File: src/cmbs_pkg.sv
// Constants, carriers and identifier mapping for the CAN message buffer store.
// Assumes a byte-wide CPU port and a CAN protocol engine on the same clock.
//=============================================
package cmbs_pkg;
	//=============================================
	// Address map
	localparam int         ADDR_W    = 12;
	localparam int         NIB_LSB   = 4;
	localparam logic [1:0] BUF_TAG   = 2'h1;
	localparam int         NUM_TX    = 3;
	localparam int         NUM_BUF   = 4;
	localparam logic [3:0] OFF_ID0   = 4'h0;
	localparam logic [3:0] OFF_DATA0 = 4'h4;
	localparam logic [3:0] OFF_LEN   = 4'hc;
	localparam logic [3:0] OFF_PRIO  = 4'hd;
	localparam logic [3:0] MAX_BYTES = 4'h8;
	//=============================================
	// Identifier byte fields
	localparam int ID1_LSB     = 16;
	localparam int SRR_BIT     = 4;
	localparam int IDE_BIT     = 3;
	localparam int RTR_STD_BIT = 4;
	localparam int RTR_EXT_BIT = 0;
	//=============================================
	// Carriers
	typedef struct packed {
		logic [28:0] id;
		logic        srr;
		logic        ide;
		logic        rtr;
		logic [3:0]  dlc;
	} cmbs_hdr_t;
	typedef struct packed {
		logic              sel;
		logic              wr;
		logic              rd;
		logic [ADDR_W-1:0] addr;
		logic [7:0]        wdata;
	} cmbs_cpu_t;
	typedef enum logic {CMBS_IDLE, CMBS_SEND} cmbs_state_t;
	//=============================================
	// Functions
	function automatic logic [3:0] cmbs_count(input logic [3:0] dlc);
		cmbs_count = (dlc > MAX_BYTES) ? MAX_BYTES : dlc;
	endfunction : cmbs_count
	function automatic logic [31:0] cmbs_id_pack(input cmbs_hdr_t h);
		if (h.ide) begin
			cmbs_id_pack = {h.id[28:21], h.id[20:18], h.srr, 1'b1, h.id[17:15],
			                h.id[14:7], h.id[6:0], h.rtr};
		end else begin
			cmbs_id_pack = {h.id[10:3], h.id[2:0], h.rtr, 1'b0, 3'h0, 16'h0000};
		end
	endfunction : cmbs_id_pack
	function automatic cmbs_hdr_t cmbs_id_unpack(input logic [31:0] b, input logic [7:0] len);
		cmbs_id_unpack     = '0;
		cmbs_id_unpack.ide = b[ID1_LSB+IDE_BIT];
		cmbs_id_unpack.dlc = len[3:0];
		if (b[ID1_LSB+IDE_BIT]) begin
			cmbs_id_unpack.id  = {b[31:21], b[18:16], b[15:8], b[7:1]};
			cmbs_id_unpack.srr = b[ID1_LSB+SRR_BIT];
			cmbs_id_unpack.rtr = b[RTR_EXT_BIT];
		end else begin
			cmbs_id_unpack.id  = {18'h00000, b[31:21]};
			cmbs_id_unpack.rtr = b[ID1_LSB+RTR_STD_BIT];
		end
	endfunction : cmbs_id_unpack
endpackage : cmbs_pkg

File: src/cmbs_store.sv
// Message buffer store: one receive and three transmit buffers with send selection.
// Assumes CPU strobes, engine strobes and empty flags all come from logic on clk.
`timescale 1ns/100ps
module cmbs_store (
	// Clock and reset
	input  wire logic              clk,
	input  wire logic              srst,
	// CPU port
	input  wire cmbs_pkg::cmbs_cpu_t cpu,
	output logic [7:0]             cpu_rdata,
	// Receive side from the protocol engine
	input  wire logic              rx_hdr_we,
	input  wire cmbs_pkg::cmbs_hdr_t rx_hdr,
	input  wire logic              rx_byte_we,
	input  wire logic [2:0]        rx_byte_idx,
	input  wire logic [7:0]        rx_byte,
	// Transmit selection
	input  wire logic [2:0]        tx_empty,
	input  wire logic              sof_req,
	output logic                   tx_hdr_valid,
	output cmbs_pkg::cmbs_hdr_t    tx_hdr,
	output logic [1:0]             tx_buf_idx,
	output logic                   tx_none,
	output logic                   tx_done,
	// Transmit data stream
	output logic [7:0]             tx_data,
	output logic                   tx_valid,
	input  wire logic              tx_ready
);
	import cmbs_pkg::*;

	//=============================================
	// Storage
	logic [7:0] mem [0:NUM_BUF-1][0:OFF_PRIO];

	function automatic logic is_buf(input logic [ADDR_W-1:0] a);
		is_buf = (a[NIB_LSB+3:NIB_LSB+2] == BUF_TAG);
	endfunction : is_buf
	function automatic logic [1:0] buf_of(input logic [ADDR_W-1:0] a);
		buf_of = a[NIB_LSB+1:NIB_LSB];
	endfunction : buf_of

	logic [3:0] cpu_off;
	logic [1:0] cpu_buf;
	logic       cpu_tx_wr;
	logic       rx_fill_ok;
	logic [3:0] rx_count;
	assign cpu_off    = cpu.addr[3:0];
	assign cpu_buf    = buf_of(cpu.addr);
	assign cpu_tx_wr  = cpu.sel && cpu.wr && is_buf(cpu.addr) && (cpu_buf != 2'h0)
	                    && (cpu_off <= OFF_PRIO);
	assign rx_count   = cmbs_count(mem[0][OFF_LEN][3:0]);
	assign rx_fill_ok = rx_byte_we && ({1'b0, rx_byte_idx} < rx_count);

	// No reset on buffer bytes
	always_ff @(posedge clk) begin
		if (cpu_tx_wr) begin
			mem[cpu_buf][cpu_off] <= cpu.wdata;
		end
		if (rx_hdr_we) begin
			{mem[0][0], mem[0][1], mem[0][2], mem[0][3]} <= cmbs_id_pack(rx_hdr);
			mem[0][OFF_LEN] <= {4'h0, rx_hdr.dlc};
		end else if (rx_fill_ok) begin
			mem[0][OFF_DATA0 + {1'b0, rx_byte_idx}] <= rx_byte;
		end
	end

	//=============================================
	// CPU read
	logic [7:0] next_cpu_rdata;
	always_comb begin
		next_cpu_rdata = 8'h00;
		if (cpu.sel && cpu.rd && is_buf(cpu.addr)) begin
			if (cpu_off <= OFF_LEN) begin
				next_cpu_rdata = mem[cpu_buf][cpu_off];
			end else if (cpu_off == OFF_PRIO && cpu_buf != 2'h0) begin
				next_cpu_rdata = mem[cpu_buf][OFF_PRIO];
			end
		end
	end
	always_ff @(posedge clk) begin
		if (srst) begin
			cpu_rdata <= 8'h00;
		end else begin
			cpu_rdata <= next_cpu_rdata;
		end
	end

	//=============================================
	// Priority selection
	logic       win_any;
	logic [1:0] win_idx;
	logic [7:0] win_prio;
	always_comb begin
		win_any  = 1'b0;
		win_idx  = 2'h0;
		win_prio = 8'hff;
		for (int i = 0; i < NUM_TX; i++) begin
			if (!tx_empty[i] && (!win_any || mem[i+1][OFF_PRIO] < win_prio)) begin
				win_any  = 1'b1;
				win_idx  = 2'(i);
				win_prio = mem[i+1][OFF_PRIO];
			end
		end
	end

	//=============================================
	// Two-entry output buffer
	logic [7:0] spare;
	logic       spare_v;
	logic       in_ready;
	logic       push;
	logic       pop;
	logic [7:0] push_data;
	logic [7:0] next_tx_data;
	logic [7:0] next_spare;
	logic       next_tx_valid;
	logic       next_spare_v;
	assign in_ready = !spare_v;
	assign pop      = tx_valid && tx_ready;
	always_comb begin
		next_tx_data  = tx_data;
		next_tx_valid = tx_valid;
		next_spare    = spare;
		next_spare_v  = spare_v;
		if (pop) begin
			if (spare_v) begin
				next_tx_data = spare;
				next_spare_v = 1'b0;
			end else begin
				next_tx_data  = push_data;
				next_tx_valid = push;
			end
		end else if (push) begin
			if (!tx_valid) begin
				next_tx_data  = push_data;
				next_tx_valid = 1'b1;
			end else begin
				next_spare   = push_data;
				next_spare_v = 1'b1;
			end
		end
	end
	always_ff @(posedge clk) begin
		if (srst) begin
			tx_data  <= 8'h00;
			tx_valid <= 1'b0;
			spare    <= 8'h00;
			spare_v  <= 1'b0;
		end else begin
			tx_data  <= next_tx_data;
			tx_valid <= next_tx_valid;
			spare    <= next_spare;
			spare_v  <= next_spare_v;
		end
	end

	//=============================================
	// Send sequencer
	cmbs_state_t st;
	cmbs_state_t next_st;
	logic [3:0]  cnt;
	logic [3:0]  total;
	logic [3:0]  next_cnt;
	logic [3:0]  next_total;
	cmbs_hdr_t   next_hdr;
	cmbs_hdr_t   win_hdr;
	logic [1:0]  next_idx;
	logic        next_hv;
	logic        next_none;
	logic        next_done;
	logic [1:0]  wb;
	assign wb      = win_idx + 2'h1;
	assign win_hdr = cmbs_id_unpack({mem[wb][0], mem[wb][1], mem[wb][2], mem[wb][3]},
	                                mem[wb][OFF_LEN]);
	assign push_data = mem[tx_buf_idx + 2'h1][OFF_DATA0 + cnt];
	always_comb begin
		next_st    = st;
		next_cnt   = cnt;
		next_total = total;
		next_hdr   = tx_hdr;
		next_idx   = tx_buf_idx;
		next_hv    = tx_hdr_valid;
		next_none  = 1'b0;
		next_done  = 1'b0;
		push       = 1'b0;
		case (st)
			CMBS_IDLE: begin
				if (sof_req) begin
					if (win_any) begin
						next_hdr   = win_hdr;
						next_idx   = win_idx;
						next_hv    = 1'b1;
						next_cnt   = 4'h0;
						next_total = win_hdr.rtr ? 4'h0 : cmbs_count(win_hdr.dlc);
						next_st    = CMBS_SEND;
					end else begin
						next_none = 1'b1;
					end
				end
			end
			CMBS_SEND: begin
				if (cnt < total && in_ready) begin
					push     = 1'b1;
					next_cnt = cnt + 4'h1;
				end
				if (cnt == total && !tx_valid && !spare_v) begin
					next_done = 1'b1;
					next_hv   = 1'b0;
					next_st   = CMBS_IDLE;
				end
			end
			default: begin
				next_st = CMBS_IDLE;
			end
		endcase
	end
	always_ff @(posedge clk) begin
		if (srst) begin
			st           <= CMBS_IDLE;
			cnt          <= 4'h0;
			total        <= 4'h0;
			tx_hdr       <= '0;
			tx_buf_idx   <= 2'h0;
			tx_hdr_valid <= 1'b0;
			tx_none      <= 1'b0;
			tx_done      <= 1'b0;
		end else begin
			st           <= next_st;
			cnt          <= next_cnt;
			total        <= next_total;
			tx_hdr       <= next_hdr;
			tx_buf_idx   <= next_idx;
			tx_hdr_valid <= next_hv;
			tx_none      <= next_none;
			tx_done      <= next_done;
		end
	end

	logic [3:0] sent;
	logic [7:0] rx_snap;
	logic [7:0] rd_snap;
	logic       pick_ok;
	assign rx_snap = mem[0][cpu_off];
	assign rd_snap = mem[cpu_buf][cpu_off];
	always_ff @(posedge clk) begin
		if (srst || st == CMBS_IDLE) begin
			sent <= 4'h0;
		end else if (pop) begin
			sent <= sent + 4'h1;
		end
	end
	always_comb begin
		pick_ok = 1'b1;
		for (int j = 0; j < NUM_TX; j++) begin
			if (!tx_empty[j] && (mem[j+1][OFF_PRIO] < win_prio ||
			    (mem[j+1][OFF_PRIO] == win_prio && 2'(j) < win_idx))) begin
				pick_ok = 1'b0;
			end
		end
	end
endmodule : cmbs_store

File: config.mk
export PLATFORM = sky130hd
export DESIGN_NAME = cmbs_store
export DESIGN_NICKNAME = d
export VERILOG_FILES = /design/src/cmbs_pkg.sv /design/src/cmbs_store.sv
export SDC_FILE = /design/constraint.sdc
export NUM_CORES = 1
export LEC_CHECK = 0
export BUFFER_PORTS_ARGS = -buffer_cell sky130_fd_sc_hd__buf_2
export CORE_UTILIZATION = 62
export DETAILED_ROUTE_END_ITERATION = 16
export PLACE_DENSITY_LB_ADDON = 0.12
export SYNTH_ARGS = -nofsm -noshare
export SYNTH_HDL_FRONTEND = slang
export SYNTH_SLANG_ARGS = --single-unit
File: constraint.sdc
create_clock -name clk -period 5.4 [get_ports clk]
set_clock_uncertainty 0.1 [all_clocks]
set_input_delay 0.27 -clock clk [delete_from_list [all_inputs] [get_ports clk]]
set_output_delay 0.27 -clock clk [all_outputs]
set_load 0.05 [all_outputs]
Word level (Yosys, flattened, before mapping). Index checks and enable logic that the tools add are counted.

Equal/unequal tests: 9. Reduce and logical (&&, ||, !) cells: 37. Magnitude comparators: 17. Shifts and indexed selects: 0. Mux-type cells: 68. $add $sub $neg: 5. Bitwise logic cells: 10. Multiply operators: 0. Div/mod/pow operators: 0.

Operators with widths (number): $mux 112 (8); $bmux 112 s2 (3); $bwmux 448 (1); $mux 448 (1); $demux 112 s2 (1); $mux 8 (15); $bwmux 112 (1); $bmux 8 s4 (2); $demux 8 s4 (2); $mux 32 (2); $mux 64 (1); $mux 29 (1); $mux 4 (7); $mux 1 (19); $logic_and 1x1->1 (17); $lt 8x8->1 (2); $ge 5x5->1 const B (3); $not 4->5 (3); $reduce_and 3->1 (4); $lt 5x1->1 const B (2); $ge 3x3->1 const B (3); $not 2->3 (3); $gt 4x4->1 const B (2); $le 4x4->1 const B (2); other kinds (22) (41).

Bits in registers: 524. Output and inout bits: 58. Word-level logic and storage cells: 220. Memories: 0. Input bits: 79. Bits in latches: 0. Bits in read-only memories: 0. Bits in writable memories: 0.

Logic depth before layout (Yosys ltp). Gate-level depths: netlist of the first run.

Depth in word-level cells: 17. Gate-level depth with buffers: 21. Gate-level depth less buffers: 16.

Worst setup path after synthesis of the first run. No wires, ideal clock.

Kind: input-to-reg. From: input tx_empty[0]. To: register tx_hdr[10] (netlist name). Slack: 0.896 ns. Data arrival time: 4.316 ns. Library setup time: 0.088 ns. Buffers on the path: 5. Stages: 19. Required time: 5.212 ns. Path through: buf_2 > nor2_1 > ha_1 > a2111o_1 > o21a_1 > nor2_1 > buf_2 > buf_1 > a21oi_1 > ha_1 > nand4_1 > nor3b_2 > a31oi_1 > a31o_1 > buf_2 > a221oi_4 > buf_6 > o211ai_2 > a311oi_2.

Longest elaborated chain between the ends: 15. Elaborated cells between the ends (all ways): 21. Classes of those cells: add/sub: 1; order compare: 2; mux: 11; bitwise: 1; reduce/logical: 6.

Ends and longest elaborated chain: from (decl) (line cmbs_store.sv:18) `input wire logic [2:0] tx_empty,`; $mux 8 (line cmbs_store.sv:99) `if (!tx_empty[i] && (!win_any || mem[i+1][OFF_PRIO] < win_prio)) begin`; $lt 8x8->1 (line cmbs_store.sv:99); $logic_or 1x1->1 (line cmbs_store.sv:99); $logic_and 1x1->1 (line cmbs_store.sv:99); $mux 8 / $mux 1 (equally long branches) (line cmbs_store.sv:99); $lt 8x8->1 / $logic_not 1->1 (equally long branches) (line cmbs_store.sv:99); $logic_or 1x1->1 (line cmbs_store.sv:99); $logic_and 1x1->1 (line cmbs_store.sv:99); $mux 2 (line cmbs_store.sv:99); $add 2x1->2 (line cmbs_store.sv:173) `assign wb = win_idx + 2'h1;`; $not 2->3 (not written as such) (line cmbs_store.sv:174) `assign win_hdr = cmbs_id_unpack({mem[wb][0], mem[wb][1], mem[wb][2], mem[wb][3]},`; $bmux 112 s2 (line cmbs_store.sv:174); $mux 112 (2 in a row); $mux 29 (line cmbs_pkg.sv:58) `if (b[ID1_LSB+IDE_BIT]) begin`; to (signal assigned) (line cmbs_store.sv:232) `tx_hdr <= next_hdr;`; to (decl) (line cmbs_store.sv:21) `output cmbs_pkg::cmbs_hdr_t tx_hdr,`.

Several ways; a longest one is shown, not always the timed one. The select of a mux whose other input is x is not followed. A chain may end at the register's enable or synchronous reset.

Worst setup path in the final report of the first run.
From: register mem[227] (netlist name). To: register tx_hdr[9] (netlist name).

Longest elaborated chain between the ends: 15. Elaborated cells between the ends (all ways): 20. Classes of those cells: add/sub: 1; order compare: 2; mux: 10; bitwise: 1; reduce/logical: 6.

Ends and longest elaborated chain: from (decl) (line cmbs_store.sv:34) `logic [7:0] mem [0:NUM_BUF-1][0:OFF_PRIO];`; from (signal, indexed assignment) (line cmbs_store.sv:58) `mem[cpu_buf][cpu_off] <= cpu.wdata;`; from (signal, indexed assignment) (line cmbs_store.sv:62) `mem[0][OFF_LEN] <= {4'h0, rx_hdr.dlc};`; from (signal, indexed assignment) (line cmbs_store.sv:64) `mem[0][OFF_DATA0 + {1'b0, rx_byte_idx}] <= rx_byte;`; $mux 8 (*) (line cmbs_store.sv:99); $lt 8x8->1 (line cmbs_store.sv:99); $logic_or 1x1->1 (line cmbs_store.sv:99); $logic_and 1x1->1 (line cmbs_store.sv:99); $mux 8 / $mux 1 (equally long branches) (line cmbs_store.sv:99); $lt 8x8->1 / $logic_not 1->1 (equally long branches) (line cmbs_store.sv:99); $logic_or 1x1->1 (line cmbs_store.sv:99); $logic_and 1x1->1 (line cmbs_store.sv:99); $mux 2 (line cmbs_store.sv:99); $add 2x1->2 (line cmbs_store.sv:173); $not 2->3 (not written as such) (line cmbs_store.sv:174); $bmux 112 s2 (line cmbs_store.sv:174); $mux 112 (2 in a row); $mux 29 (line cmbs_pkg.sv:58).

Every way passes the cells marked *; elsewhere a longest branch is shown, timed or not. The select of a mux whose other input is x is not followed.

==> impl_results.md, run 1 <==
* P_sw at 2480 uW
* Antenna violations before repair at 2
* Ant diodes at 0
* Post-CTS Setup Bufs at 0
* Crit-path slowest cell: a21boi_0
* Antenna violation net count after detailed routing at 0
* Number of flops mapped to enable cells by yosys at 380
* Worst R2R Setup Slack at 0.35 ns
* Nets@finish at 2,052
* Maxcap violations at 0
* Ports at 137
* Crit start category: flop
* Max-slew violation count at 0
* Final wirelength at 82,100 um
* Worst-Margin Slew at 1.39 ns
* Placed cell count at 2,395
* Kind of critical path: flop to flop
* Die area at 43,800 sq um
* Leak pwr at 0.0102 uW
* Clk network pwr share at 39.0%
* Top_reg_cell synth: edfxtp_1
* Final hold slack at 0.0247 ns
* H-tree depth at 2
* Clock slew at reported path FFs at 0.06 ns
* Comb pwr share at 13.2%
* Initial Util at 63.2%
* Fraction of layout cells with a size suffix above 1 at 33.4%
* # rows at 75
* Final Cycle Share at 93.5%
* Non-filler cells, final at 2,537
* Worst Path Required at 5.76 ns
* Syn Inst Count at 1,813
* Hold Crit Class: primary input to flop
* Setup TNS at 0 ns
* Critical path's top delay family: compound AO/OA/AOI/OAI gates
* Most common library cells after synthesis: 380 x edfxtp_1, 246 x mux4_2, 144 x dfxtp_1
* Via count at 18,793
* Mapped Area at 26,600 sq um
* Design Power at 9780 uW
* FMAX at 198 MHz
* Clk sinks at 524
* Mapped Avg Cell Area at 14.7 sq um
* Fin crit period at 5.05 ns
* Reg power frac at 47.8%
* Global route overflow at 0
* Final RePlAce weighted congestion at 0.929
* Final setup viols at 0
* Hpwl dp at 54,000 um
* DP Area at 27,800 sq um
* Port bufs at 132
* Yosys warnings at 0
* P_int at 7310 uW
* Ys async rst share at 0%
* CTS root buf: clkbuf_16
* Count leader, synth: edfxtp_1
* Number of remaining DRC errors at 0
* Core Area at 42,100 sq um
* GRT Overall Usage at 38.1%
* Die width at 209 um
* Worst path cell trace: nor2_1 > ha_1 > a2111o_1 > o21a_1 > nor2_4 > nor2_1 > a21oi_1 > ha_1 > a21oi_1 > o21ai_0 > o21ai_0 > o21a_1 > nand2_1 > buf_4 > a21boi_0 > a311oi_2
* Critical path arrival at 5.40 ns
* Crit end category: flop
* First-pass GRT wire length at 121,000 um
* Drt pass-1 iters at 6
* Clk_lat worst skew at 0.62 ns
* Post-DR wirelength/cell at 32.4 um
* CTS tree: built
* Crit path buf inv count at 1
* Vias/cell at 7.41
* Slew HR at 7.16%
* Starting DRT DRC Count at 3,229
* Synth area leaders: edfxtp_1 43%, mux4_2 21%, dfxtp_1 11%, mux2_2 4.1%, nand2_1 1.5%
* Final instance area at 30,000 sq um
* Fill cells at 2,700
* CTS Buf Count at 54
* P per Cell Area at 326 nW/um^2
* Final Hold Viols at 0
* Worst Path Max Fanout at 16
* Register area share after synthesis at 53.6%
* Number of global-route vias before repair at 18,138
* Cell variety after synth at 73
* Outcome: finished clean
* Synth area leader: edfxtp_1
* RSZ-0062 raised after global routing: no
* Crit path largest cell delay at 0.58 ns
* VDD IR-drop max at 0.000326 V
* Switching Share at 25.3%
* Layout area overhead at 12.6%
* Clock Path Buffers at 3
* Area share of the largest cell type after synthesis at 42.8%
* Post-synthesis register bit count at 524
* Largest net degree at the start of global routing at 117
* Die Span Y at 209 um
stage by stage:
step | util, % | setup slack, ns
detailed placement | 65.9 | 0.228
CTS | 71.2 | 0.275
global route | 71.2 | 0.180
floorplan | - | 0.896
finish | 71.2 | 0.351
global placement | 65.9 | 0.382
routing by layer:
layer | GRT usage (%) | part of all wire [%]
met2 | 56.9 | 45
met4 | 15.3 | 4.1
met3 | 10.3 | 14
met1 | 53.8 | 36
met5 | 0 | 0.032
cells in the final DEF (no fill, tap or decap), types with 20 or more instances in the layout:
master	n
mux4_2	246
ha_1	21
a22oi_1	20
nand4_1	37
nand2_1	110
or3_1	24
buf_4	61
and3_1	37
clkbuf_16	56
mux2_2	96
a21oi_1	53
dlygate4sd3_1	40
nand3_1	36
o21ai_0	36
nor2b_1	34
mux2i_1	24
dfxtp_1	141
nor2_1	107
buf_2	130
edfxtp_1	380
worst register-to-register path, stage by stage (launching register included):
cell,delay [ns]
edfxtp_1,0.41
nor2_1,0.17
ha_1,0.28
a2111o_1,0.42
o21a_1,0.30
nor2_4,0.37
nor2_1,0.08
a21oi_1,0.13
ha_1,0.27
a21oi_1,0.15
o21ai_0,0.20
o21ai_0,0.33
o21a_1,0.53
nand2_1,0.19
buf_4,0.22
a21boi_0,0.58
a311oi_2,0.18
power by group through the flow:
| stage | logic [uW] | clock network [uW] | registers (uW) |
|---|---|---|---|
| after floorplan | 795 | 0 | 4770 |
| after global placement | 1210 | 0 | 4730 |
| after detailed placement | 1230 | 0 | 4750 |
| after CTS | 1260 | 3830 | 4670 |
| after global routing | 1350 | 3980 | 4690 |
| final | 1290 | 3820 | 4680 |
cell type report:
type                       count  area [sq um]  share of cell area (%)
clock inverter                25           249                   0.830
clock buffer                  77          1580                    5.27
inverter                      12          45.0                   0.150
sequential                   524         14300                    47.7
tap                          539           674                    2.25
multi-input combinational   1125         11600                    38.6
timing repair buffer         235          1580                    5.27
worst paths after layout:
path                    from        end  depth (start not counted)
setup / recovery    mem[227]  tx_hdr[9]                         16
hold / removal    rx_hdr[18]   mem[428]                          2
setup reg to reg    mem[227]  tx_hdr[9]                         16
hold reg to reg    tx_hdr[3]  tx_hdr[3]                          2
logic make-up (layout without fill, tap and decap cells):
| group | Yosys count | in the layout | share of synthesized area (%) |
|---|---|---|---|
| DFF | 524 | 524 | 53.6 |
| AOI/OAI and AO/OA | 263 | 263 | 7.53 |
| muxes | 366 | 366 | 25.8 |
| adders and majority gates | 21 | 21 | 0.986 |
| xor gates and xnor gates | 2 | 2 | 0.0658 |
| and+or+nand+nor | 465 | 465 | 8.84 |
| buffers and inverters | 171 | 349 | 3.16 |
| other | 1 | 8 | 0.0141 |
timing repair:
action	CTS	global route
hold buffers	40	0
resized for setup	0	2
endpoints found under the setup margin	0	12
endpoints found under the hold margin	59	0
sequential cells by signal, summed over array words and instances, names as in the netlist, 2 cells and up:
signal	cells
mem	448
tx_hdr	36
cpu_rdata	8
spare	8
tx_data	8
cnt	4
total	4
tx_buf_idx	2
No activity file was read; power rests on OpenSTA's default activity.
==> inputs of run 2 (changes only) <==
--- a/config.mk
+++ b/config.mk
@@ -10,2 +10,3 @@
 export DETAILED_ROUTE_END_ITERATION = 16
+export HOLD_SLACK_MARGIN = 0.08
 export PLACE_DENSITY_LB_ADDON = 0.12
==> constraint.sdc (replaced) <==
create_clock -name clk -period 5.4 [get_ports clk]
set_clock_uncertainty 0.1 [all_clocks]
set_input_delay 0.54 -clock clk [delete_from_list [all_inputs] [get_ports clk]]
set_output_delay 0.54 -clock clk [all_outputs]
set_load 0.05 [all_outputs]
==> impl_results.md, run 2 (synthesis results as in run 1) <==
* Antenna violation net count after detailed routing at 0 (unchanged)
* Commonest non-fill, non-tap cell in the layout: edfxtp_1
* Global route overflow at 0 (unchanged)
* GRT Overall Usage at 38.4% (+0.21 points)
* Comb pwr share at 13.4% (+0.2 points)
* Clk_lat worst skew at 0.62 ns (about the same)
* Initial Util at 63.2% (unchanged)
* Maxcap violations at 0 (unchanged)
* Number of remaining DRC errors at 0 (unchanged)
* Reg power frac at 48.6% (+0.8 points)
* Setup ws final at 0.382 ns (+0.0317 ns)
* Antenna violations before repair at 6 (+4)
* Post-DR wirelength/cell at 32.7 um (+1.1%)
* Logic depth of the worst path, buffers included at 17 (+1)
* Crit path largest cell delay at 0.65 ns (+0.07 ns)
* Largest register FFs at 448 (unchanged)
* Worst Path Required at 5.75 ns (about the same)
* Fin crit period at 5.02 ns (-0.0317 ns)
* VDD IR-drop max at 0.000297 V (-9.1%)
* Reg with most FFs: mem
* Via count at 18,703 (-0.48%)
* Design Power at 9610 uW (-1.8%)
* Number of global-route vias before repair at 17,965 (-0.95%)
* CTS root buf: clkbuf_16
* Crit path buf inv count at 2 (+1)
* Clk sinks at 524 (unchanged)
* RSZ-0062 raised after global routing: no
* FMAX at 199 MHz (+0.63%)
* Clk network pwr share at 38.1% (-0.9 points)
* Placed cell count at 2,409 (+0.58%)
* Leak pwr at 0.0101 uW (-1.3%)
* Max-slew violation count at 0 (unchanged)
* Switching Share at 25.7% (+0.43 points)
* Starting DRT DRC Count at 2,930 (-9.3%)
* Final core occ at 70.3% (-0.86 points)
* Most frequent cells in the layout: 380 x edfxtp_1, 246 x mux4_2, 141 x dfxtp_1
* Crit-path slowest cell: a21boi_0
* CTS tree: built
* Crit start category: flop
* Die width at 209 um (unchanged)
* Ports at 137 (unchanged)
* Critical path arrival at 5.37 ns (-0.03 ns)
* Port bufs at 132 (unchanged)
* Setup crit start: mem[227]
* Non-filler cells, final at 2,513 (-0.95%)
* Outcome: finished clean
* Crit end category: flop
* Clock Path Buffers at 3 (unchanged)
* Clock slew at reported path FFs at 0.06 ns (about the same)
* Worst Path Max Fanout at 14 (-2)
* # rows at 75 (unchanged)
* Biggest regs: mem x448, tx_hdr x36
* Post-CTS sizing at 0 (unchanged)
* Reg2Reg Launch Point: mem[227]
* Worst path cell trace: nor2_1 > ha_1 > a2111o_1 > o21a_1 > nor2_2 > buf_4 > nor2_1 > a21oi_1 > ha_1 > a21oi_1 > o21ai_0 > o21ai_0 > o21a_1 > nand2_1 > buf_12 > a21boi_0 > a311oi_2
* First-pass GRT wire length at 121,000 um (+0.41%)
* Fraction of layout cells with a size suffix above 1 at 34.4% (+0.97 points)
* P_sw at 2470 uW (-0.12%)
* Final wirelength at 82,300 um (+0.14%)
* Hpwl dp at 54,400 um (+0.65%)
* Die Span Y at 209 um (unchanged)
* Final RePlAce weighted congestion at 0.988 (+6.4%)
* Core Area at 42,100 sq um (unchanged)
* Nets@finish at 2,027 (-1.2%)
* Final Hold Viols at 0 (unchanged)
* Drt pass-1 iters at 8 (+2)
* Final Cycle Share at 92.9% (-0.59 points)
* Worst R2R Setup Slack at 0.38 ns (+0.03 ns)
* Worst-Margin Slew at 1.24 ns (-0.145 ns)
* DP Worst Slack at -0.0771 ns (-0.305 ns)
* Largest net degree at the start of global routing at 117 (unchanged)
* Die area at 43,800 sq um (unchanged)
* Slew HR at 16.8% (+9.7 points)
* Final setup viols at 0 (unchanged)
* Hold Crit Class: primary input to flop
* RR Endpoint: tx_hdr[10]
* Vias/cell at 7.44 (+0.47%)
* Critical path's top delay family: compound AO/OA/AOI/OAI gates
* P per Cell Area at 324 nW/um^2 (-0.58%)
* R2R depth at 17 (+1)
* Crit path to: tx_hdr[10]
* H-tree depth at 2 (unchanged)
* CTS Buf Count at 53 (-1.9%)
* Layout area overhead at 11.2%
* Kind of critical path: flop to flop
* P_int at 7140 uW (-2.4%)
[run 2: cell types whose count changed in the layout (fill, tap and decap cells not counted), sizes merged]
cell,delta
dlygate4sd3,-39
buf,+15
clkbuf,-5
clkinv,+3
diode,+3
clkinvlp,-2
inv,+1
[run 2: layout make-up]
class | count | area [sq um]
tap | 539 | 674
clock inverter | 27 | 258
antenna | 3 | 7.51
sequential | 524 | 14300
timing repair buffer | 211 | 1340
multi-input combinational | 1125 | 11600
inverter | 12 | 45.0
clock buffer | 72 | 1450
fill | 2788 | 12500
[run 2: metal layers]
| layer | track usage, % | up-vias | wire [um] |
|---|---|---|---|
| met5 | 0 | - | 23 |
| met4 | 16.7 | 4 | 3900 |
| met3 | 12.0 | 262 | 12900 |
| met2 | 55.7 | 1601 | 36400 |
| met1 | 53.8 | 9257 | 29000 |
| li1 | - | 7579 | - |
[run 2: what timing repair did]
item                      in CTS  in global routing
hold endpoints to repair       1                  0
setup buffers                  0                  0
hold buffers                   1                  0
[run 2: worst min path at each step]
| stage | cells after the start | end | slack, ns | start |
|---|---|---|---|---|
| 2_1_floorplan | 2 | total[1] | 0.33 | total[1] |
| 3_5_place_dp | 2 | spare[7] | 0.35 | spare[7] |
| 6_report | 2 | mem[345] | 0.12 | rx_hdr[1] |
| 3_3_place_gp | 2 | tx_hdr[1] | 0.34 | tx_hdr[1] |
| 5_1_grt | 2 | mem[345] | 0.12 | rx_hdr[1] |
| 4_1_cts | 2 | mem[345] | 0.10 | rx_hdr[1] |
[run 2: per-stage QoR]
step / cell area (sq um) / setup TNS (ns) / hold WS [ns]
floorplan: 26700 / 0 / 0.327
global placement: 27900 / -0.0205 / 0.343
global route: 29600 / 0 / 0.117
finish: 29600 / 0 / 0.119
CTS: 29600 / 0 / 0.101
detailed placement: 27900 / -0.488 / 0.351
[run 2: power by group through the flow]
| stage | combinational (uW) | clock, uW | sequential, uW |
|---|---|---|---|
| after floorplan | 795 | 0 | 4770 |
| after global placement | 1220 | 0 | 4720 |
| after detailed placement | 1250 | 0 | 4740 |
| after CTS | 1260 | 3660 | 4660 |
| after global routing | 1340 | 3820 | 4680 |
| final | 1290 | 3660 | 4670 |
[run 2: worst reg2reg max path, cell delays in order (launching register included)]
cell and delay (ns):
edfxtp_1 0.41, nor2_1 0.18, ha_1 0.28, a2111o_1 0.42, o21a_1 0.29, nor2_2 0.15
buf_4 0.20, nor2_1 0.06, a21oi_1 0.13, ha_1 0.27, a21oi_1 0.14, o21ai_0 0.17
o21ai_0 0.34, o21a_1 0.50, nand2_1 0.21, buf_12 0.20, a21boi_0 0.66, a311oi_2 0.18
